==> src/power_mode_pkg.sv <==
// Constants, register map and mode enumeration of the power mode controller.
// Assumes an 8-bit register port and a single 40 MHz core clock.
package power_mode_pkg;

  // Register indices on the plain register port
  localparam logic [2:0] ADDR_CRYSTAL = 3'h0;
  localparam logic [2:0] ADDR_POWER = 3'h1;
  localparam logic [2:0] ADDR_CLOCK = 3'h2;
  localparam logic [2:0] ADDR_PORT_WAKE = 3'h3;
  localparam logic [2:0] ADDR_STATUS = 3'h4;

  // crystal_osc_control fields
  localparam int XTAL_EN_BIT = 0;
  localparam int XTAL_STABLE_BIT = 1;
  localparam logic [7:0] XTAL_RESET = 8'h00;

  // power_control fields
  localparam int PWR_DEEP_BIT = 0;
  localparam int PWR_ISO_BIT = 1;
  localparam int PWR_LCM_BIT = 2;
  localparam int PWR_POR33_BIT = 3;
  localparam int PWR_TB_WAKE_BIT = 4;
  localparam int PWR_TOUCH_WAKE_FLAG_BIT = 6;
  localparam int PWR_PORT_WAKE_FLAG_BIT = 7;
  localparam logic [7:0] PWR_RESET = 8'h08;
  localparam logic [7:0] PWR_IMPL_MASK = 8'hDF;

  // system_clock_control_register fields
  localparam int CLK_SLOW_HALT_BIT = 0;
  localparam int CLK_FAST_HALT_BIT = 1;
  localparam int CLK_SEL_LSB = 5;
  localparam logic [7:0] CLK_RESET = 8'h20;
  localparam logic [7:0] CLK_IMPL_MASK = 8'hEF;
  localparam logic [2:0] CLK_SEL_SUB = 3'h7;

  // port_wake_enable_register
  localparam logic [7:0] PORT_WAKE_RESET = 8'h00;

  // Status register fields
  localparam int STAT_PDF_BIT = 4;
  localparam int STAT_TO_BIT = 5;
  localparam int STAT_INTERNAL_SLOW_RC_BIT = 6;

  // Restart vector handed to the core after a deep sleep wake
  localparam logic [15:0] RESTART_VECTOR = 16'h0000;

  typedef enum logic [2:0] {
    MODE_FAST,
    MODE_SLOW,
    MODE_SLEEP,
    MODE_IDLE0,
    MODE_IDLE1,
    MODE_IDLE2,
    MODE_DEEP
  } mode_e;

endpackage : power_mode_pkg

==> src/power_mode_controller.sv <==
// Power mode controller: oscillator control, deep sleep power register,
// HALT mode decision, wake handling and I/O isolation latch.
// Assumes core strobes (halt, clear-watchdog, interrupts, time base, touch)
// are on core_clk; oscillator ready levels and port pins are asynchronous.
//
// Behaviour
// RULE_01: Stable flag clears on oscillator enable, sets once oscillator is stable; read-only.
// RULE_02: Writable crystal enable bit, resets 0, upper bits read zero.
// RULE_03: Port wake flag set when enabled port falling edge wakes deep sleep.
// RULE_04: Touch wake flag set when touch key wakes deep sleep.
// RULE_05: Timebase wake flag set when time base zero wakes deep sleep.
// RULE_06: Firmware configures wake sources and clears wake flags before deep sleep.
// RULE_07: Domain power-on flag set by hardware, resets 1, cleared by write or watchdog clear.
// RULE_08: Regulator mode bit selects normal (0) or low-current (1) regulator.
// RULE_09: Isolation bit holds port pins latched; firmware sets before sleep, clears after.
// RULE_10: HALT with deep sleep bit set enters deep sleep, regulator off.
// RULE_11: Data memory keeps its contents through deep sleep.
// RULE_12: Deep sleep entry clears the radio power enable bit.
// RULE_13: Deep sleep wakes on port edge, touch or time base, restarts at zero.
// RULE_14: Time base zero wakes deep sleep even with its interrupt disabled.
// RULE_15: In deep sleep time base zero runs from the slow internal oscillator.
// RULE_16: Deep sleep wake resets registers to power-on values; the status power-down and timeout flags keep their values.
// RULE_17: Clock select all ones switches system clock to the sub clock.
// RULE_18: Switch to slow mode completes only once the slow oscillator is stable.
// RULE_19: Select values zero to six give fast clock divided 1 to 64.
// RULE_20: HALT with deep bit and both halt enables 0 enters sleep, clock stops.
// RULE_21: HALT with fast halt 0, slow halt 1 enters idle0, sub clock kept.
// RULE_22: Sleep or idle entry sets power-down flag, clears timeout, clears watchdog.
// RULE_23: Halt enable bits decide which oscillators run while the core is halted.
//
// Local design decisions: the placing of the registers and the strobed register port.
`timescale 1ns/1ps
`default_nettype none

module power_mode_controller #(
  parameter int PORT_W = 8
) (
  input wire logic core_clk,
  input wire logic nrst,
  input wire logic [2:0] reg_addr,
  input wire logic [7:0] reg_wdata,
  input wire logic reg_wr,
  input wire logic reg_rd,
  output logic [7:0] reg_rdata,
  input wire logic halt_exec,
  input wire logic clr_wdt_exec,
  input wire logic wdt_timeout,
  input wire logic irq_wake,
  input wire logic touch_event,
  input wire logic timebase_tick,
  input wire logic crystal_ready,
  input wire logic slow_rc_ready,
  input wire logic domain33_por,
  input wire logic [PORT_W-1:0] port_pins,
  input wire logic [PORT_W-1:0] port_out_live,
  output logic [PORT_W-1:0] port_out_held,
  output logic crystal_osc_enable,
  output logic regulator_low_current_sel,
  output logic regulator_off,
  output logic io_isolate,
  output logic [2:0] system_clock_select,
  output logic sys_clk_use_sub,
  output logic cpu_clk_stop,
  output logic fast_osc_run,
  output logic slow_osc_run,
  output logic timebase_from_slow_rc,
  output logic ram_retain,
  output logic radio_power_clear,
  output logic cpu_restart,
  output logic [15:0] restart_addr,
  output logic periph_reinit,
  output logic wdt_clear,
  output logic power_down_flag,
  output logic watchdog_timeout_flag
);

  // True for the two running modes
  function automatic logic is_run(input power_mode_pkg::mode_e m);
    is_run = (m == power_mode_pkg::MODE_FAST) || (m == power_mode_pkg::MODE_SLOW);
  endfunction : is_run

  // Mode chosen by HALT from the deep bit and the two halt enables
  function automatic power_mode_pkg::mode_e halt_target(input logic deep, input logic fh,
                                                        input logic fs);
    if (deep) begin
      halt_target = power_mode_pkg::MODE_DEEP;
    end else if (fh && fs) begin
      halt_target = power_mode_pkg::MODE_IDLE1;
    end else if (fh) begin
      halt_target = power_mode_pkg::MODE_IDLE2;
    end else if (fs) begin
      halt_target = power_mode_pkg::MODE_IDLE0;
    end else begin
      halt_target = power_mode_pkg::MODE_SLEEP;
    end
  endfunction : halt_target

  // Synchronisers for asynchronous levels; stage one feeds stage two only
  logic xtal_rdy_s1_q, xtal_rdy_s2_q;
  logic internal_slow_rc_s1_q, internal_slow_rc_s2_q;
  logic por33_s1_q, por33_s2_q, por33_prev_q;
  logic [PORT_W-1:0] pins_s1_q, pins_s2_q, pins_prev_q;

  always_ff @(posedge core_clk or negedge nrst) begin
    if (!nrst) begin
      xtal_rdy_s1_q <= 1'b0;
      xtal_rdy_s2_q <= 1'b0;
      internal_slow_rc_s1_q <= 1'b0;
      internal_slow_rc_s2_q <= 1'b0;
      por33_s1_q <= 1'b0;
      por33_s2_q <= 1'b0;
      por33_prev_q <= 1'b0;
      pins_s1_q <= '1;
      pins_s2_q <= '1;
      pins_prev_q <= '1;
    end else begin
      xtal_rdy_s1_q <= crystal_ready;
      xtal_rdy_s2_q <= xtal_rdy_s1_q;
      internal_slow_rc_s1_q <= slow_rc_ready;
      internal_slow_rc_s2_q <= internal_slow_rc_s1_q;
      por33_s1_q <= domain33_por;
      por33_s2_q <= por33_s1_q;
      por33_prev_q <= por33_s2_q;
      pins_s1_q <= port_pins;
      pins_s2_q <= pins_s1_q;
      pins_prev_q <= pins_s2_q;
    end
  end

  // Registers and state
  logic [7:0] xtal_q, pwr_q, clk_q, port_wake_enable_register_q;
  power_mode_pkg::mode_e mode_q, mode_d;
  logic pdf_q, to_q;

  // Register port decode
  wire wr_xtal = reg_wr && (reg_addr == power_mode_pkg::ADDR_CRYSTAL);
  wire wr_pwr = reg_wr && (reg_addr == power_mode_pkg::ADDR_POWER);
  wire wr_clk = reg_wr && (reg_addr == power_mode_pkg::ADDR_CLOCK);
  wire wr_port_wake_enable_register = reg_wr && (reg_addr == power_mode_pkg::ADDR_PORT_WAKE);

  // Wake and HALT decode
  wire in_deep = (mode_q == power_mode_pkg::MODE_DEEP);
  wire in_run = is_run(mode_q);
  wire port_fall_any = |(pins_prev_q & ~pins_s2_q & port_wake_enable_register_q);
  wire deep_port_wake = in_deep && port_fall_any; // see RULE_03
  wire deep_touch_wake = in_deep && touch_event; // see RULE_04
  wire deep_tb_wake = in_deep && timebase_tick; // see RULE_05 see RULE_14
  wire deep_wake = deep_port_wake || deep_touch_wake || deep_tb_wake; // see RULE_13
  wire halt_wake = !in_run && !in_deep && (port_fall_any || irq_wake || wdt_timeout);
  wire halt_go = in_run && halt_exec;
  wire por33_rise = por33_s2_q && !por33_prev_q;
  wire [2:0] clk_sel = clk_q[power_mode_pkg::CLK_SEL_LSB +: 3];
  wire want_sub = (clk_sel == power_mode_pkg::CLK_SEL_SUB); // see RULE_17
  wire xtal_turn_on = wr_xtal && reg_wdata[power_mode_pkg::XTAL_EN_BIT] &&
                      !xtal_q[power_mode_pkg::XTAL_EN_BIT];

  // Next mode; slow mode is only reached once the slow RC is stable
  always_comb begin
    mode_d = mode_q;
    if (halt_go) begin
      mode_d = halt_target(pwr_q[power_mode_pkg::PWR_DEEP_BIT], // see RULE_10 see RULE_20
                           clk_q[power_mode_pkg::CLK_FAST_HALT_BIT], // see RULE_21
                           clk_q[power_mode_pkg::CLK_SLOW_HALT_BIT]);
    end else if (deep_wake) begin
      mode_d = power_mode_pkg::MODE_FAST; // Clock select resets to a fast divide
    end else if (halt_wake || in_run) begin
      mode_d = (want_sub && internal_slow_rc_s2_q) ? power_mode_pkg::MODE_SLOW // see RULE_18
                                        : power_mode_pkg::MODE_FAST; // see RULE_19
    end
  end

  // Crystal control: stable flag drops on enable and returns with the ready level
  always_ff @(posedge core_clk or negedge nrst) begin
    if (!nrst) begin
      xtal_q <= power_mode_pkg::XTAL_RESET;
    end else if (deep_wake) begin
      xtal_q <= power_mode_pkg::XTAL_RESET; // see RULE_16
    end else begin
      if (wr_xtal) begin
        xtal_q[power_mode_pkg::XTAL_EN_BIT] <= reg_wdata[power_mode_pkg::XTAL_EN_BIT]; // see RULE_02
      end
      if (xtal_turn_on || !xtal_q[power_mode_pkg::XTAL_EN_BIT]) begin
        xtal_q[power_mode_pkg::XTAL_STABLE_BIT] <= 1'b0; // see RULE_01
      end else if (xtal_rdy_s2_q) begin
        xtal_q[power_mode_pkg::XTAL_STABLE_BIT] <= 1'b1; // see RULE_01
      end
    end
  end

  // Power register: hardware sets win over a software clear in the same cycle
  always_ff @(posedge core_clk or negedge nrst) begin
    if (!nrst) begin
      pwr_q <= power_mode_pkg::PWR_RESET;
    end else if (deep_wake) begin
      // Everything returns to power-on values except what records the wake
      pwr_q <= power_mode_pkg::PWR_RESET; // see RULE_16
      pwr_q[power_mode_pkg::PWR_PORT_WAKE_FLAG_BIT] <= deep_port_wake; // see RULE_03
      pwr_q[power_mode_pkg::PWR_TOUCH_WAKE_FLAG_BIT] <= deep_touch_wake; // see RULE_04
      pwr_q[power_mode_pkg::PWR_TB_WAKE_BIT] <= deep_tb_wake; // see RULE_05
    end else begin
      if (wr_pwr) begin
        pwr_q <= reg_wdata & power_mode_pkg::PWR_IMPL_MASK; // see RULE_08 see RULE_09
      end
      if (clr_wdt_exec) begin
        pwr_q[power_mode_pkg::PWR_POR33_BIT] <= 1'b0; // see RULE_07
      end
      if (por33_rise) begin
        pwr_q[power_mode_pkg::PWR_POR33_BIT] <= 1'b1; // see RULE_07
      end
    end
  end

  // Clock select and port wake enables
  always_ff @(posedge core_clk or negedge nrst) begin
    if (!nrst) begin
      clk_q <= power_mode_pkg::CLK_RESET;
      port_wake_enable_register_q <= power_mode_pkg::PORT_WAKE_RESET;
    end else if (deep_wake) begin
      clk_q <= power_mode_pkg::CLK_RESET; // see RULE_16
      port_wake_enable_register_q <= power_mode_pkg::PORT_WAKE_RESET;
    end else begin
      if (wr_clk) begin
        clk_q <= reg_wdata & power_mode_pkg::CLK_IMPL_MASK;
      end
      if (wr_port_wake_enable_register) begin
        port_wake_enable_register_q <= reg_wdata;
      end
    end
  end

  // Mode, power-down and timeout flags
  always_ff @(posedge core_clk or negedge nrst) begin
    if (!nrst) begin
      mode_q <= power_mode_pkg::MODE_FAST;
      pdf_q <= 1'b0;
      to_q <= 1'b0;
    end else begin
      mode_q <= mode_d;
      if (halt_go) begin
        pdf_q <= 1'b1; // see RULE_22
        to_q <= 1'b0; // see RULE_22
      end else begin
        if (clr_wdt_exec) begin
          pdf_q <= 1'b0;
          to_q <= 1'b0;
        end
        if (wdt_timeout) begin
          to_q <= 1'b1; // Timeout wins over a clear in the same cycle
        end
      end
    end
  end

  // Read data, one cycle after the read strobe; unmapped reads give zero
  logic [7:0] rd_mux;
  wire [7:0] status_word = {1'b0, internal_slow_rc_s2_q, to_q, pdf_q, 1'b0, 3'(mode_q)};
  always_comb begin
    case (reg_addr)
      power_mode_pkg::ADDR_CRYSTAL: rd_mux = xtal_q;
      power_mode_pkg::ADDR_POWER: rd_mux = pwr_q;
      power_mode_pkg::ADDR_CLOCK: rd_mux = clk_q;
      power_mode_pkg::ADDR_PORT_WAKE: rd_mux = port_wake_enable_register_q;
      power_mode_pkg::ADDR_STATUS: rd_mux = status_word;
      default: rd_mux = 8'h00;
    endcase
  end

  always_ff @(posedge core_clk or negedge nrst) begin
    if (!nrst) begin
      reg_rdata <= 8'h00;
    end else begin
      reg_rdata <= reg_rd ? rd_mux : 8'h00;
    end
  end

  // Output decode from the next state so every output is a flop
  wire iso_d = pwr_q[power_mode_pkg::PWR_ISO_BIT];
  wire halted_d = !is_run(mode_d);
  wire deep_d = (mode_d == power_mode_pkg::MODE_DEEP);
  wire fast_run_d = is_run(mode_d) || (mode_d == power_mode_pkg::MODE_IDLE1) ||
                    (mode_d == power_mode_pkg::MODE_IDLE2); // see RULE_23
  wire slow_run_d = is_run(mode_d) || (mode_d == power_mode_pkg::MODE_IDLE0) ||
                    (mode_d == power_mode_pkg::MODE_IDLE1); // see RULE_23

  always_ff @(posedge core_clk or negedge nrst) begin
    if (!nrst) begin
      crystal_osc_enable <= 1'b0;
      regulator_low_current_sel <= 1'b0;
      regulator_off <= 1'b0;
      io_isolate <= 1'b0;
      system_clock_select <= power_mode_pkg::CLK_RESET[power_mode_pkg::CLK_SEL_LSB +: 3];
      sys_clk_use_sub <= 1'b0;
      cpu_clk_stop <= 1'b0;
      fast_osc_run <= 1'b1;
      slow_osc_run <= 1'b1;
      timebase_from_slow_rc <= 1'b0;
      ram_retain <= 1'b0;
    end else begin
      // Crystal is forced off in deep sleep whatever its enable says
      crystal_osc_enable <= xtal_q[power_mode_pkg::XTAL_EN_BIT] && !deep_d;
      regulator_low_current_sel <= pwr_q[power_mode_pkg::PWR_LCM_BIT]; // see RULE_08
      regulator_off <= deep_d; // see RULE_10
      io_isolate <= iso_d; // see RULE_09
      system_clock_select <= clk_sel; // see RULE_19
      sys_clk_use_sub <= (mode_d == power_mode_pkg::MODE_SLOW); // see RULE_17 see RULE_18
      cpu_clk_stop <= halted_d; // see RULE_20
      fast_osc_run <= fast_run_d;
      slow_osc_run <= slow_run_d; // see RULE_21
      timebase_from_slow_rc <= deep_d; // see RULE_15
      ram_retain <= halted_d; // see RULE_11
    end
  end

  // Port hold latch: follows live values until isolation, then freezes them
  always_ff @(posedge core_clk or negedge nrst) begin
    if (!nrst) begin
      port_out_held <= '0;
    end else if (!iso_d) begin
      port_out_held <= port_out_live;
    end
  end

  // One-cycle event outputs, restart vector and registered power-down and timeout flags
  always_ff @(posedge core_clk or negedge nrst) begin
    if (!nrst) begin
      radio_power_clear <= 1'b0;
      cpu_restart <= 1'b0;
      restart_addr <= power_mode_pkg::RESTART_VECTOR;
      periph_reinit <= 1'b0;
      wdt_clear <= 1'b0;
      power_down_flag <= 1'b0;
      watchdog_timeout_flag <= 1'b0;
    end else begin
      radio_power_clear <= halt_go && pwr_q[power_mode_pkg::PWR_DEEP_BIT]; // see RULE_12
      cpu_restart <= deep_wake; // see RULE_13
      restart_addr <= power_mode_pkg::RESTART_VECTOR;
      periph_reinit <= deep_wake; // see RULE_16
      wdt_clear <= halt_go; // see RULE_22
      power_down_flag <= pdf_q;
      watchdog_timeout_flag <= to_q;
    end
  end

  // Checks
  a_xtal_flag_drop: assert property (@(posedge core_clk) disable iff (!nrst) // see RULE_01
    xtal_turn_on |=> !xtal_q[power_mode_pkg::XTAL_STABLE_BIT])
    else $error("stable flag not cleared on enable");

  a_deep_entry_regoff: assert property (@(posedge core_clk) disable iff (!nrst) // see RULE_10
    halt_go && pwr_q[power_mode_pkg::PWR_DEEP_BIT] |=> in_deep ##1 regulator_off)
    else $error("deep sleep entry did not turn regulator off");

  a_radio_clear_deep: assert property (@(posedge core_clk) disable iff (!nrst) // see RULE_12
    $rose(in_deep) |-> radio_power_clear)
    else $error("radio power not cleared on deep sleep");

  a_port_wake_flag: assert property (@(posedge core_clk) disable iff (!nrst) // see RULE_03
    deep_port_wake |=> pwr_q[power_mode_pkg::PWR_PORT_WAKE_FLAG_BIT] && cpu_restart
                       && mode_q == power_mode_pkg::MODE_FAST)
    else $error("port wake not recorded");

  a_tb_wake_restart: assert property (@(posedge core_clk) disable iff (!nrst) // see RULE_14
    deep_tb_wake |=> pwr_q[power_mode_pkg::PWR_TB_WAKE_BIT] ##1 !regulator_off)
    else $error("time base did not wake deep sleep");

  a_por33_set: assert property (@(posedge core_clk) disable iff (!nrst) // see RULE_07
    por33_rise |=> pwr_q[power_mode_pkg::PWR_POR33_BIT])
    else $error("domain power-on flag not set");

  a_sleep_entry: assert property (@(posedge core_clk) disable iff (!nrst) // see RULE_20
    halt_go && !pwr_q[0] && !clk_q[1] && !clk_q[0] |=> ##1 cpu_clk_stop && !slow_osc_run
      && !fast_osc_run)
    else $error("sleep entry wrong");

  a_idle0_entry: assert property (@(posedge core_clk) disable iff (!nrst) // see RULE_21
    halt_go && !pwr_q[0] && !clk_q[1] && clk_q[0] |=> ##1 slow_osc_run && !fast_osc_run)
    else $error("idle0 entry wrong");

  a_halt_flags: assert property (@(posedge core_clk) disable iff (!nrst) // see RULE_22
    halt_go |=> pdf_q && !to_q ##1 power_down_flag)
    else $error("power-down flags wrong after halt");

  a_slow_needs_rc: assert property (@(posedge core_clk) disable iff (!nrst) // see RULE_18
    sys_clk_use_sub |-> $past(internal_slow_rc_s2_q))
    else $error("slow mode without stable slow oscillator");

  a_iso_hold: assert property (@(posedge core_clk) disable iff (!nrst) // see RULE_09
    io_isolate && $past(io_isolate) |-> $stable(port_out_held))
    else $error("port outputs moved while isolated");

endmodule : power_mode_controller

`default_nettype wire

==> config.mk <==
export PLATFORM = sky130hd
export DESIGN_NAME = power_mode_controller
export DESIGN_NICKNAME = d
export VERILOG_FILES = /design/src/power_mode_pkg.sv /design/src/power_mode_controller.sv
export SDC_FILE = /design/constraint.sdc
export NUM_CORES = 1
export LEC_CHECK = 0
export BUFFER_PORTS_ARGS = -buffer_cell sky130_fd_sc_hd__buf_4
export CAP_MARGIN = 0
export CORE_MARGIN = 3
export CORE_UTILIZATION = 49
export CTS_BUF_LIST = sky130_fd_sc_hd__clkbuf_8
export CTS_CLUSTER_DIAMETER = 120
export DETAILED_ROUTE_END_ITERATION = 8
export PLACE_DENSITY = 0.87
export SYNTH_ARGS = -nofsm -noshare
export SYNTH_HDL_FRONTEND = slang
export SYNTH_SLANG_ARGS = --single-unit
==> constraint.sdc <==
create_clock -name core_clk -period 2.1 [get_ports core_clk]
set_clock_uncertainty 0.15 [all_clocks]
set_input_delay 0.105 -clock core_clk [delete_from_list [all_inputs] [get_ports core_clk]]
set_output_delay 0.105 -clock core_clk [all_outputs]
set_load 0.05 [all_outputs]
-- Yosys cells after proc, flatten, opt, wreduce, memory -nomap -nowiden
Cells that the tools add are included.
- flip-flop bits (word level): 94
- input port bits: 40
- output and inout port bits: 51
- logic and storage cells: 123
- equal/unequal tests: 12
- mux-type cells: 26
- bitwise logic cells: 3
- reductions and logical operators: 47
- operators by type and width (kind ; number):
    $mux 8 ; 7
    $pmux 8 s5 ; 1
    $eq 3x3->1 const B ; 6
    $mux 3 ; 6
    $logic_and 1x1->1 ; 17
    $and 8x8->8 ; 2
    $logic_or 1x1->1 ; 12
    $mux 1 ; 11
    $reduce_bool 2->1 ; 5
    $eq 3x1->1 const B ; 3
    $eq 3x2->1 const B ; 3
    $logic_not 3->1 ; 3
    $not 8->8 ; 1
    $reduce_or 8->1 ; 1
    $logic_not 1->1 ; 6
    $reduce_bool 3->1 ; 2
    $reduce_bool 4->1 ; 1
    $mux 2 ; 1

-- Depth between registers and ports, before layout
Gate-level depths: netlist of the first run.
- depth after elaboration: 15
- gate-level depth with buffers: 8
- depth with buffers taken out: 8

-- Least setup slack after synthesis of the first run
Ideal clock, no wire load.
- path kind: register to register
- start point: register pins_s2_q[2]
- end point: register crystal_osc_enable
- library setup time: 0.124 ns
- data arrival time: 1.805 ns
- data required time: 1.826 ns
- path slack: 0.021 ns
- stages on the path, launching flop included: 7
- path buffers: 0
- period minus slack after synthesis: 2.079 ns
- path through: dfstp_2 > nor2_1 > a311o_1 > nor3_4 > a211oi_2 > a311o_1 > o31a_1
- word-level cells in the longest chain between the ends: 14
- elaborated cells between the ends (all ways): 17
- those cells by class: eq/ne (1); mux (3); bitwise (3); reduce/logical (10)
- ends and longest elaborated chain (item ; RTL line ; text):
    start, declared ; power_mode_controller.sv:102 ; logic [PORT_W-1:0] pins_s1_q, pins_s2_q, pins_prev_q;
    start signal, assigned ; power_mode_controller.sv:125 ; pins_s2_q <= pins_s1_q;
    $not 8->8 * ; power_mode_controller.sv:144 ; wire port_fall_any = |(pins_prev_q & ~pins_s2_q & port_wake_enable_register_q);
    $and 8x8->8 * (2 in series) ; power_mode_controller.sv:144 ;
    $reduce_or 8->1 * ; power_mode_controller.sv:144 ;
    $logic_or 1x1->1 (2 in series) ; power_mode_controller.sv:149 ; wire halt_wake = !in_run && !in_deep && (port_fall_any || irq_wake || wdt_timeout);
    $logic_and 1x1->1 ; power_mode_controller.sv:149 ;
    $logic_or 1x1->1 ; power_mode_controller.sv:166 ; end else if (halt_wake || in_run) begin
    $mux 3 ; power_mode_controller.sv:166 ;
    $mux 3 * ; power_mode_controller.sv:164 ; end else if (deep_wake) begin
    $mux 3 * ; power_mode_controller.sv:160 ; if (halt_go) begin
    via mode_d[0] ; power_mode_controller.sv:132 ; power_mode_pkg::mode_e mode_q, mode_d;
    $eq 3x3->1 * ; power_mode_controller.sv:279 ; wire deep_d = (mode_d == power_mode_pkg::MODE_DEEP);
    $logic_not 1->1 * ; power_mode_controller.sv:300 ; crystal_osc_enable <= xtal_q[power_mode_pkg::XTAL_EN_BIT] && !deep_d;
    $logic_and 1x1->1 * ; power_mode_controller.sv:300 ;
    end signal, assigned ; power_mode_controller.sv:300 ;
    end, declared ; power_mode_controller.sv:57 ; output logic crystal_osc_enable,
The timed path passes the listed nets; every way through them passes the cells marked *.
A chain may end at the register's enable or synchronous reset.

-- Worst setup path in the final report of the first run
- start point: register pins_s2_q[7]
- end point: register crystal_osc_enable
- word-level cells in the longest chain between the ends: 14
- elaborated cells between the ends (all ways): 17
- those cells by class: eq/ne (1); mux (3); bitwise (3); reduce/logical (10)
- ends and longest elaborated chain (item ; RTL line):
    $not 8->8 * ; power_mode_controller.sv:144
    $and 8x8->8 * (2 in series) ; power_mode_controller.sv:144
    $reduce_or 8->1 * ; power_mode_controller.sv:144
    $logic_or 1x1->1 (2 in series) ; power_mode_controller.sv:149
    $logic_and 1x1->1 ; power_mode_controller.sv:149
    $logic_or 1x1->1 ; power_mode_controller.sv:166
    $mux 3 ; power_mode_controller.sv:166
    $mux 3 * ; power_mode_controller.sv:164
    $mux 3 * ; power_mode_controller.sv:160
    $eq 3x3->1 * ; power_mode_controller.sv:279
    $logic_not 1->1 * ; power_mode_controller.sv:300
    $logic_and 1x1->1 * ; power_mode_controller.sv:300
Every way passes the cells marked *; elsewhere a longest branch is shown, timed or not.

==> reports/summary.txt, run 1 <==
TritonCTS clock tree: yes
Per-cell via count in the routed design: 4.986
Fraction of power spent switching nets: 0.3901
Internal: 3668 uW
Remaining number of nets flagged by the antenna check after routing: 0
Total clock buffers created by CTS: 9
Global-route usage over all layers: 0.2025
Relative slew slack: 0.6406
Routability Congestion: 0.9284
Sequential Power Share: 0.438
Count of buffers from port buffering: 74
Startpoint class of the critical path: flip-flop
Residual overflow from global routing: 0
Critical Path Slowest Stage Cell: dfstp_2
Power density over the cells: 1258 nW/um^2
Ant. Diodes: 0
Hpwl dp: 5476 um
Largest stage delay on the critical path: 540 ps
Average size of a mapped cell: 12.17 um^2
Remaining DRCs: 0
Number of nets in the final layout: 453
Proportion of power drawn by combinational gates: 0.377
Unrepaired setup endpoints after global routing: true
Largest buffer count on any clock path: 2
Post-synthesis sequential area ratio: 0.6604
Net Sw Power: 2346 uW
Wire length of the first global-routing pass: 13,030 um
Die outline width: 91.01 um
Synthesis Warnings: 0
Pin count of the biggest net entering global routing: 77
Endpoint kind of the worst setup timing path: flip-flop
Total of flip-flops plus latches after synthesis: 92
Peak supply drop: 0.7132 mV
Filler cell count: 534
Number of cells produced by synthesis: 291
Routed via count: 2,563
Adder-Cell Fraction of Synth Area: 0
Pre-CTS setup slack: -102.1 ps
Post-Place Cell Area: 4184 um^2
Overall die height: 91.01 um
Crit Reg-Reg Startpoint: pins_s2_q[7]
Synthesis-to-layout area growth: 34.98%
DRT iter0 DRCs: 185
Number of buffer and inverter instances along the worst setup path: 1
Ordered list of cells on the worst path: o22ai_2 -> a311o_1 -> nor3_4 -> buf_4 -> nor2b_2 -> a21oi_1 -> o31a_1
Area of the core region: 6907 um^2
Sum of routed wire length over all layers: 8085 um
Clk pin slew, worst setup/hold paths: 80 ps
Share of power burned in the clock network: 0.185
Total count of max-transition violations in the final report: 0
Share of synthesized cell area in and, or, nand and nor gates: 0.1117
Clock latency reported for the late side of the worst-skew pair: 350 ps
Portion of the clock cycle consumed by the worst path in the final layout: 1.026
Final Setup Violations: 3
Xor and xnor fraction of the mapped netlist area: 0.002473
Starting density of the core: 0.5127
Mux contribution to synthesized area: 0.07420
Post-route setup slack: -53.87 ps
Post-Layout Inst Area: 4780 um^2
Routed length per placed instance: 15.73 um
Post-Synthesis Cell Area: 3541 um^2
Tightest Pin Transition: 537.2 ps
Max-Cap Viols: 0
Number of antenna violations at the first check in global routing: 0
TritonRoute pass-1 iters: 4
Violations in the final reports: negative setup slack
Synth unique cells: 36
Die footprint: 8282 um^2
Design Power: 6014 uW
Startpoint of the worst hold path: reg_addr[1]
Top-level port count: 91
Cell type group with the largest total delay on the critical path: compound AO/OA/AOI/OAI gates
Leakage: 0.002252 uW
Maximum fanout along the worst path: 5
Achievable clock frequency: 464.3 MHz
H-tree levels: 3
Path class of the lowest-slack min-delay path: primary input to flip-flop
Root buffer cell: clkbuf_8
Num rows: 30
Category of the most critical setup path: flip-flop to flip-flop
Outcome: complete, but fails checks
Final Hold Viols: 0
WP data arrival: 2250 ps
Tmin final: 2154 ps
Compound-Gate Fraction of Synth Area: 0.08975
TritonCTS Sinks: 92
Crit. Startpoint: pins_s2_q[7]
Crit path required time: 2190 ps
Via count of the first global-routing pass: 2,701
Share of layout cells above drive strength 1: 0.3589
Combinational family with the most area after synthesis: simple AND/OR/NAND/NOR gates
## layout by cell type, fill, tap and decap left out, types with 7 or more instances in the layout
cell type	instances
a21oi_1	16
a22oi_1	9
buf_4	85
clkbuf_8	9
conb_1	16
dfrtp_1	63
dfstp_2	29
dlygate4sd3_1	38
inv_1	13
mux2_2	14
mux2i_1	9
nand2_1	35
nand3_1	8
nor2_1	22
o22ai_1	7
## state kept, by name, indices dropped and copies added, names as in the netlist, 2 cells and up
| register | flops |
|---|---|
| pins_prev_q | 8 |
| pins_s2_q | 8 |
| pwr_q | 7 |
| reg_rdata | 8 |
| pins_s1_q | 8 |
| system_clock_select | 3 |
| mode_q | 3 |
| port_out_held | 8 |
| clk_q | 7 |
| port_wake_enable_register_q | 8 |
| xtal_q | 2 |
## routing by layer
layer  vias up  global-route usage  share of wire
met5         -                   0              0
met4         0             0.08543          0.015
met3        12             0.03231          0.059
met2        98              0.3568           0.53
met1      1266              0.2462           0.40
li1       1187                   -              -
## per-stage QoR
step / TNS (ps) / hold slack (ps) / util / cells
final: -106.0 / 23.61 / 0.6920 / 514
after floorplan: 0 / -340.6 / - / 306
after global routing: -725.8 / 39.11 / 0.6920 / 514
after detailed placement: -172.6 / -160.7 / 0.6058 / 458
after CTS: -89.79 / 1.706 / 0.6915 / 514
after global placement: -66.13 / -162.3 / 0.6058 / 458
## cell usage after synthesis, drive strengths merged
| master | number | share of area |
|---|---|---|
| a21oi | 17 | 0.024 |
| nor3b | 1 | 0.0021 |
| a31oi | 1 | 0.0018 |
| a311o | 2 | 0.0057 |
| clkbuf | 8 | 0.0085 |
| inv | 10 | 0.011 |
| nor3 | 5 | 0.010 |
| a22oi | 9 | 0.019 |
| buf | 20 | 0.041 |
| nand4 | 1 | 0.0018 |
| nor2 | 22 | 0.023 |
| and2 | 5 | 0.0088 |
| conb | 1 | 0.0011 |
| and3 | 1 | 0.0018 |
| mux2i | 9 | 0.025 |
| nand2 | 35 | 0.037 |
| o21a | 3 | 0.0064 |
| o221ai | 1 | 0.0025 |
| nor2b | 6 | 0.011 |
| mux2 | 15 | 0.049 |
| dfrtp | 63 | 0.45 |
| nand2b | 1 | 0.0018 |
| xnor2 | 1 | 0.0025 |
| o21ai | 4 | 0.0057 |
| a21o | 2 | 0.0046 |
| a211oi | 1 | 0.0035 |
| nand3b | 1 | 0.0021 |
| o31a | 1 | 0.0025 |
| dfstp | 29 | 0.22 |
| o22ai | 8 | 0.014 |
| nand3 | 8 | 0.011 |
## final cells by class
cell class | count | area, um^2 | area share
Clock buffer | 9 | 123.9 | 0.02592
Clock inverter | 7 | 61.31 | 0.01283
Inverter | 10 | 37.54 | 0.007853
Multi-Input combinational cell | 176 | 1060 | 0.2217
Sequential cell | 92 | 2338 | 0.4893
Tap cell | 96 | 120.1 | 0.02513
Timing Repair Buffer | 124 | 1039 | 0.2173
## power by group through the flow
stage / registers [uW] / logic (uW) / clock network (uW)
after global routing: 2690 / 2410 / 1210
after detailed placement: 2660 / 2160 / 0
after CTS: 2630 / 2270 / 1140
after floorplan: 3220 / 871 / 0
final: 2630 / 2270 / 1110
after global placement: 2630 / 2100 / 0
## repair_timing
item | 4_1_cts | 5_1_grt
hold buffers | 38 | 0
buffers inserted | 2 | 0
pin swaps | 2 | 1
setup endpoints to repair | 2 | 18
endpoints found under the hold margin | 118 | 0
gates cloned | 0 | 0
gates resized for setup | 2 | 1
## worst register-to-register path, cell delays in order (launching register included)
cell and delay (ps):
dfstp_2 540, o22ai_2 80, a311o_1 300, nor3_4 190
buf_4 160, nor2b_2 180, a21oi_1 170, o31a_1 270
## final timing paths
| check | to | slack (ps) | cells past startpoint |
|---|---|---|---|
| max reg2reg | crystal_osc_enable | -50 | 7 |
| max | crystal_osc_enable | -50 | 7 |
| min | reg_rdata[7] | 20 | 3 |
| min in group asynchronous | port_out_held[3] | 530 | 3 |
| max in group asynchronous | xtal_rdy_s1_q | 470 | 4 |
| min reg2reg | por33_s2_q | 200 | 0 |
## logic make-up after synthesis
logic type	after synthesis
AO/OA/AOI/OAI	49
XOR/XNOR	1
buffers and inverters	38
flip-flops	92
multiplexers	24
other	1
AND/OR/NAND/NOR	86
(Power assumes the default switching activity.)
==> run 2: changes to the inputs <==
--- a/config.mk
+++ b/config.mk
@@ -13,6 +13,7 @@
 export CTS_CLUSTER_DIAMETER = 120
 export DETAILED_ROUTE_END_ITERATION = 8
 export PLACE_DENSITY = 0.87
+export RECOVER_POWER = 100
 export SYNTH_ARGS = -nofsm -noshare
 export SYNTH_HDL_FRONTEND = slang
 export SYNTH_SLANG_ARGS = --single-unit
==> constraint.sdc (replaced) <==
create_clock -name core_clk -period 1.9 [get_ports core_clk]
set_clock_uncertainty 0.15 [all_clocks]
set_input_delay 0.095 -clock core_clk [delete_from_list [all_inputs] [get_ports core_clk]]
set_output_delay 0.095 -clock core_clk [all_outputs]
set_load 0.05 [all_outputs]
==> run 2 against run 1 <==
  * The run still ends with negative setup slack left
  * Via count grew 0.55%
  * Sequential cell count did not move
  * Count of clock-buffer cells in the layout is 1 higher
  * Fmax up 2.0%
  * Die area did not move
  * Sequential share of layout area rose by 1.0 points
  * Largest cell class unchanged
  * Highest routed layer unchanged
==> reports/summary.txt, run 2 (synthesis results as in run 1) <==
Pin count of the biggest net entering global routing: 37 (-52%)
Overall die height: 91.01 um (unchanged)
Final Hold Viols: 0 (unchanged)
Unrepaired setup endpoints after global routing: true
Commonest non-fill, non-tap cell in the layout: dfrtp_1
Ant. Diodes: 0 (unchanged)
Global-route usage over all layers: 0.1964 (-0.006091)
Tmin final: 2111 ps (-42.87 ps)
Design Power: 6505 uW (+8.2%)
Total count of max-transition violations in the final report: 0 (unchanged)
Post-route setup slack: -211.0 ps (-157.1 ps)
Via count of the first global-routing pass: 2,632 (-2.6%)
Power density over the cells: 1389 nW/um^2 (+10%)
Layout Cells excl Fill: 520 (+1.2%)
Remaining DRCs: 0 (unchanged)
Storage element area: 2338 um^2 (unchanged)
Die outline width: 91.01 um (unchanged)
Number of antenna violations at the first check in global routing: 0 (unchanged)
Routed length per placed instance: 14.85 um (-5.6%)
Area of the core region: 6907 um^2 (unchanged)
Startpoint class of the critical path: flip-flop
Portion of the clock cycle consumed by the worst path in the final layout: 1.111 (+0.08540)
Achievable clock frequency: 473.7 MHz (+2.0%)
Leakage: 0.002140 uW (-5.0%)
Number of nets in the final layout: 459 (+1.3%)
Sequential Power Share: 0.442 (+0.004)
Clk pin slew, worst setup/hold paths: 90 ps (about the same)
Outcome: complete, but fails checks
Num rows: 30 (unchanged)
Internal: 3936 uW (+7.3%)
Hpwl dp: 5480 um (about the same)
Die footprint: 8282 um^2 (unchanged)
Relative slew slack: 0.4318 (-0.2088)
Top-level port count: 91 (unchanged)
Routed via count: 2,577 (+0.55%)
Root buffer cell: clkbuf_8
Net Sw Power: 2569 uW (+9.5%)
Maximum fanout along the worst path: 4 (-1)
WP data arrival: 2210 ps (-40 ps)
Filler cell count: 571 (+6.9%)
Most frequent cells in the layout: dfrtp_1, buf_4, clkbuf_1, dlygate4sd3_1, nand2_1
Clock latency reported for the late side of the worst-skew pair: 350 ps (about the same)
Logic depth of the worst register-to-register path: 6 (-1)
TritonCTS Sinks: 92 (unchanged)
Area taken by multi-input logic gates: 1074 um^2 (+1.3%)
Peak supply drop: 0.7981 mV (+12%)
Largest buffer count on any clock path: 2 (unchanged)
Path class of the lowest-slack min-delay path: primary input to flip-flop
Total clock buffers created by CTS: 9 (unchanged)
Share of layout cells above drive strength 1: 0.2877 (-0.07112)
Wire length of the first global-routing pass: 12,650 um (-2.9%)
Post-CTS setup-driven buffer insertion count: 0 (-2)
Tightest Pin Transition: 852.3 ps (+315.1 ps)
Max-Cap Viols: 0 (unchanged)
Hold path cells: 3 (unchanged)
Starting density of the core: 0.5127 (unchanged)
Endpoint kind of the worst setup timing path: flip-flop
Per-cell via count in the routed design: 4.956 (-0.61%)
Count of buffers from port buffering: 74 (unchanged)
Violations in the final reports: negative setup slack
Routability Congestion: 0.9454 (+1.8%)
Sum of routed wire length over all layers: 7720 um (-4.5%)
Category of the most critical setup path: flip-flop to flip-flop
Remaining number of nets flagged by the antenna check after routing: 0 (unchanged)
DRT iter0 DRCs: 152 (-18%)
Residual overflow from global routing: 0 (unchanged)
Share of power burned in the clock network: 0.191 (+0.006)
Final Setup Violations: 28 (+25)
Fraction of power spent switching nets: 0.3949 (+0.004866)
Synthesis-to-layout area growth: 32.23%
Crit path required time: 2000 ps (-190 ps)
TritonRoute pass-1 iters: 4 (unchanged)
Placed cells: 468 (+2.2%)
H-tree levels: 3 (unchanged)
TritonCTS clock tree: yes
Proportion of power drawn by combinational gates: 0.367 (-0.010)
==> run 2: final cells by class <==
class,count,share of cell area
inverters,10,0.008017
well taps,96,0.02565
clock buffers,10,0.02940
repair buffers,130,0.1972
clock inverters,6,0.01096
multi-input cells,176,0.2293
flip-flops and latches,92,0.4995
==> run 2: what timing repair did <==
item,in CTS,in global routing
hold buffers,36,0
pin swaps,1,0
resized for setup,3,5
setup endpoints to repair,30,31
hold endpoints to repair,132,0
==> run 2: layer usage <==
| metal | track usage | routed length [um] | vias up |
|---|---|---|---|
| li1 | - | - | 1203 |
| met1 | 0.2520 | 3181 | 1262 |
| met2 | 0.3262 | 3997 | 105 |
| met3 | 0.05302 | 465 | 7 |
| met4 | 0.06156 | 75 | 0 |
| met5 | 0 | 0 | - |
==> run 2: worst paths after layout <==
kind,start,end,slack [ps]
max reg2reg,pins_s2_q[7],crystal_osc_enable,-210
max,pins_s2_q[7],crystal_osc_enable,-210
min,irq_wake,sys_clk_use_sub,30
max in group asynchronous,nrst,pins_prev_q[5],280
min in group asynchronous,nrst,port_out_held[7],230
min reg2reg,por33_s1_q,por33_s2_q,200
==> run 2: critical path, stage by stage (launching register included) <==
cell and delay [ps]:
dfstp_2 550, o22ai_2 80, a311o_1 310, nor3_4 170, a211oi_2 100, a311o_1 350, o31a_1 300
==> run 2: power by group through the flow <==
stage / combinational (uW) / sequential, uW / clock (uW)
3_5_place_dp: 2500 / 2910 / 0
2_1_floorplan: 963 / 3560 / 0
6_report: 2390 / 2880 / 1240
3_3_place_gp: 2440 / 2890 / 0
5_1_grt: 2540 / 2940 / 1370
4_1_cts: 2580 / 2880 / 1280
==> run 2: through the flow <==
stage                       util  area (um^2)  setup slack [ps]  setup TNS [ps]  hold WS (ps)
after floorplan                -         3597            -174.4          -330.9        -350.6
after global placement    0.6167         4259            -209.8           -1714        -79.33
after detailed placement  0.6167         4259            -261.2           -3267        -63.30
after CTS                 0.6982         4822            -221.0           -3501         21.78
after global routing      0.6779         4682            -276.7           -4588         32.89
final                     0.6779         4682            -211.0           -2263         32.49
==> run 3: changes to the inputs <==
--- a/config.mk
+++ b/config.mk
@@ -12,6 +12,7 @@
 export CTS_BUF_LIST = sky130_fd_sc_hd__clkbuf_8
 export CTS_CLUSTER_DIAMETER = 120
 export DETAILED_ROUTE_END_ITERATION = 8
+export HOLD_SLACK_MARGIN = 0.12
 export PLACE_DENSITY = 0.87
 export RECOVER_POWER = 100
 export SYNTH_ARGS = -nofsm -noshare
==> run 3 against run 2 <==
  * Combinational power barely moved
  * First-iteration DRC count rose by 54%
  * Worst setup slack worse by 4.6 ps
  * Register-to-register slack about the same
  * Core utilization increased by 0.42 points
  * Largest cell class unchanged
  * Worst hold slack improved by 120 ps
  * Critical endpoint unchanged
  * Fmax fell by 0.22%
  * Total power increased by 0.27%
  * Clock power hardly changed
  * Critical path depth stayed put
  * The flow still finishes with violations (negative setup slack)
  * Critical path type unchanged
  * Final cell count increased by 0.58%
  * Largest power group unchanged
  * Global-route usage grew 0.16 points
==> reports/summary.txt, run 3 (synthesis results as in run 1) <==
Unrepaired setup endpoints after global routing: true
Root buffer cell: clkbuf_8
Largest buffer count on any clock path: 2 (unchanged)
Area of the core region: 6907 um^2 (unchanged)
Placed cells: 468 (unchanged)
Wire length of the first global-routing pass: 12,740 um (+0.71%)
Sum of routed wire length over all layers: 7805 um (+1.1%)
WP data arrival: 2210 ps (about the same)
Storage element area: 2338 um^2 (unchanged)
Tightest Pin Transition: 1066 ps (+214.0 ps)
Die footprint: 8282 um^2 (unchanged)
Logic depth of the worst register-to-register path: 6 (unchanged)
Power density over the cells: 1385 nW/um^2 (-0.34%)
Startpoint class of the critical path: flip-flop
Portion of the clock cycle consumed by the worst path in the final layout: 1.113 (+0.002444)
Crit Reg-Reg Startpoint: pins_s2_q[7]
Routed via count: 2,604 (+1.0%)
Number of nets in the final layout: 462 (+0.65%)
Count of buffers from port buffering: 74 (unchanged)
Endpoint kind of the worst setup timing path: flip-flop
Commonest non-fill, non-tap cell in the layout: dfrtp_1
Final core occ: 0.6821 (+0.004166)
Path class of the lowest-slack min-delay path: primary input to flip-flop
Peak supply drop: 0.7995 mV (+0.17%)
Area taken by multi-input logic gates: 1074 um^2 (unchanged)
Category of the most critical setup path: flip-flop to flip-flop
Outcome: complete, but fails checks
Pin count of the biggest net entering global routing: 37 (unchanged)
Startpoint of the worst hold path: reg_wr
Per-cell via count in the routed design: 4.979 (+0.47%)
Share of layout cells above drive strength 1: 0.2834 (-0.004363)
Number of antenna violations at the first check in global routing: 0 (unchanged)
Final Hold Viols: 0 (unchanged)
Setup TNS: -2372 ps (-108.7 ps)
Hold path cells: 5 (+2)
TritonRoute pass-1 iters: 5 (+1)
Crit path required time: 1990 ps (about the same)
Post-route setup slack: -215.6 ps (-4.643 ps)
Die outline width: 91.01 um (unchanged)
Total count of max-transition violations in the final report: 0 (unchanged)
Routability Congestion: 0.9454 (unchanged)
Ant. Diodes: 0 (unchanged)
Global-route usage over all layers: 0.1980 (+0.001613)
TritonCTS Sinks: 92 (unchanged)
Violations in the final reports: negative setup slack
Minimum hold slack: 154.0 ps (+121.5 ps)
Total clock buffers created by CTS: 9 (unchanged)
Most frequent cells in the layout: dfrtp_1, buf_4, dlygate4sd3_1, clkbuf_1, nand2_1
Clock latency reported for the late side of the worst-skew pair: 350 ps (about the same)
Starting density of the core: 0.5127 (unchanged)
Relative slew slack: 0.2891 (-0.1427)
Endpoint of the lowest-slack register-to-register path: crystal_osc_enable
R2r setup slk: -220 ps (about the same)
Final Setup Violations: 29 (+3.6%)
Hpwl dp: 5480 um (unchanged)
H-tree levels: 3 (unchanged)
Layout Cells excl Fill: 523 (+0.58%)
Filler cell count: 571 (unchanged)
Tmin final: 2116 ps (+4.643 ps)
Clk pin slew, worst setup/hold paths: 80 ps (about the same)
Worst hold path endpoint: pwr_q[1]
Routed length per placed instance: 14.92 um (+0.52%)
Remaining DRCs: 0 (unchanged)
Max-Cap Viols: 0 (unchanged)
Leakage: 0.002150 uW (+0.48%)
DRT iter0 DRCs: 234 (+54%)
TritonCTS clock tree: yes
Num rows: 30 (unchanged)
Overall die height: 91.01 um (unchanged)
Remaining number of nets flagged by the antenna check after routing: 0 (unchanged)
Residual overflow from global routing: 0 (unchanged)
Design Power: 6523 uW (+0.27%)
Synthesis-to-layout area growth: 33.04%
Achievable clock frequency: 472.7 MHz (-0.22%)
Post-CTS setup-driven buffer insertion count: 0 (unchanged)
Top-level port count: 91 (unchanged)
Maximum fanout along the worst path: 4 (unchanged)
Via count of the first global-routing pass: 2,648 (+0.61%)
-- run 3: changes by cell type in the layout (fill, tap and decap cells not counted), sizes merged --
| cell | before | now |
|---|---|---|
| buf | 41 | 42 |
| clkbuf | 63 | 62 |
| dlygate4sd3 | 36 | 39 |
-- run 3: layout make-up --
class	instances	area share
flip-flops and latches	92	0.4964
multi-input cells	176	0.2279
repair buffers	133	0.2021
clock buffers	10	0.02922
well taps	96	0.02550
clock inverters	6	0.01089
inverters	10	0.007968
-- run 3: power by group --
group	internal, uW	switching [uW]
clock	626	616
combinational	802	1600
sequential	2520	359
-- run 3: metrics by stage --
stage          setup WS, ps  area [um^2]
2_1_floorplan        -174.4         3597
5_1_grt              -276.7         4711
4_1_cts              -221.0         4852
3_5_place_dp         -261.2         4259
3_3_place_gp         -209.8         4259
6_report             -215.6         4711
-- run 3: timing repair --
item,4_1_cts,5_1_grt
hold buffers,39,0
gates resized for setup,3,5
setup endpoints to repair,30,32
endpoints found under the hold margin,136,0
pin swaps,1,0
-- run 3: metal layers --
layer | wire length, um | GRT usage
met1 | 3235 | 0.2564
met2 | 3992 | 0.3256
met3 | 469 | 0.05302
met4 | 107 | 0.06407
met5 | 0 | 0
-- run 3: critical path, cell delays in order (launching register included) --
cell      delay, ps
dfstp_2         550
o22ai_2          80
a311o_1         310
nor3_4          180
a211oi_2        100
a311o_1         350
o31a_1          300
-- run 3: worst max path at each step --
stage	startpoint	to	cells after the start
after floorplan	pins_s2_q[7]	crystal_osc_enable	6
after global placement	pins_s2_q[7]	crystal_osc_enable	6
after detailed placement	pins_s2_q[7]	crystal_osc_enable	6
after CTS	pins_s2_q[7]	crystal_osc_enable	6
after global routing	pins_s2_q[7]	crystal_osc_enable	6
final	pins_s2_q[7]	crystal_osc_enable	6
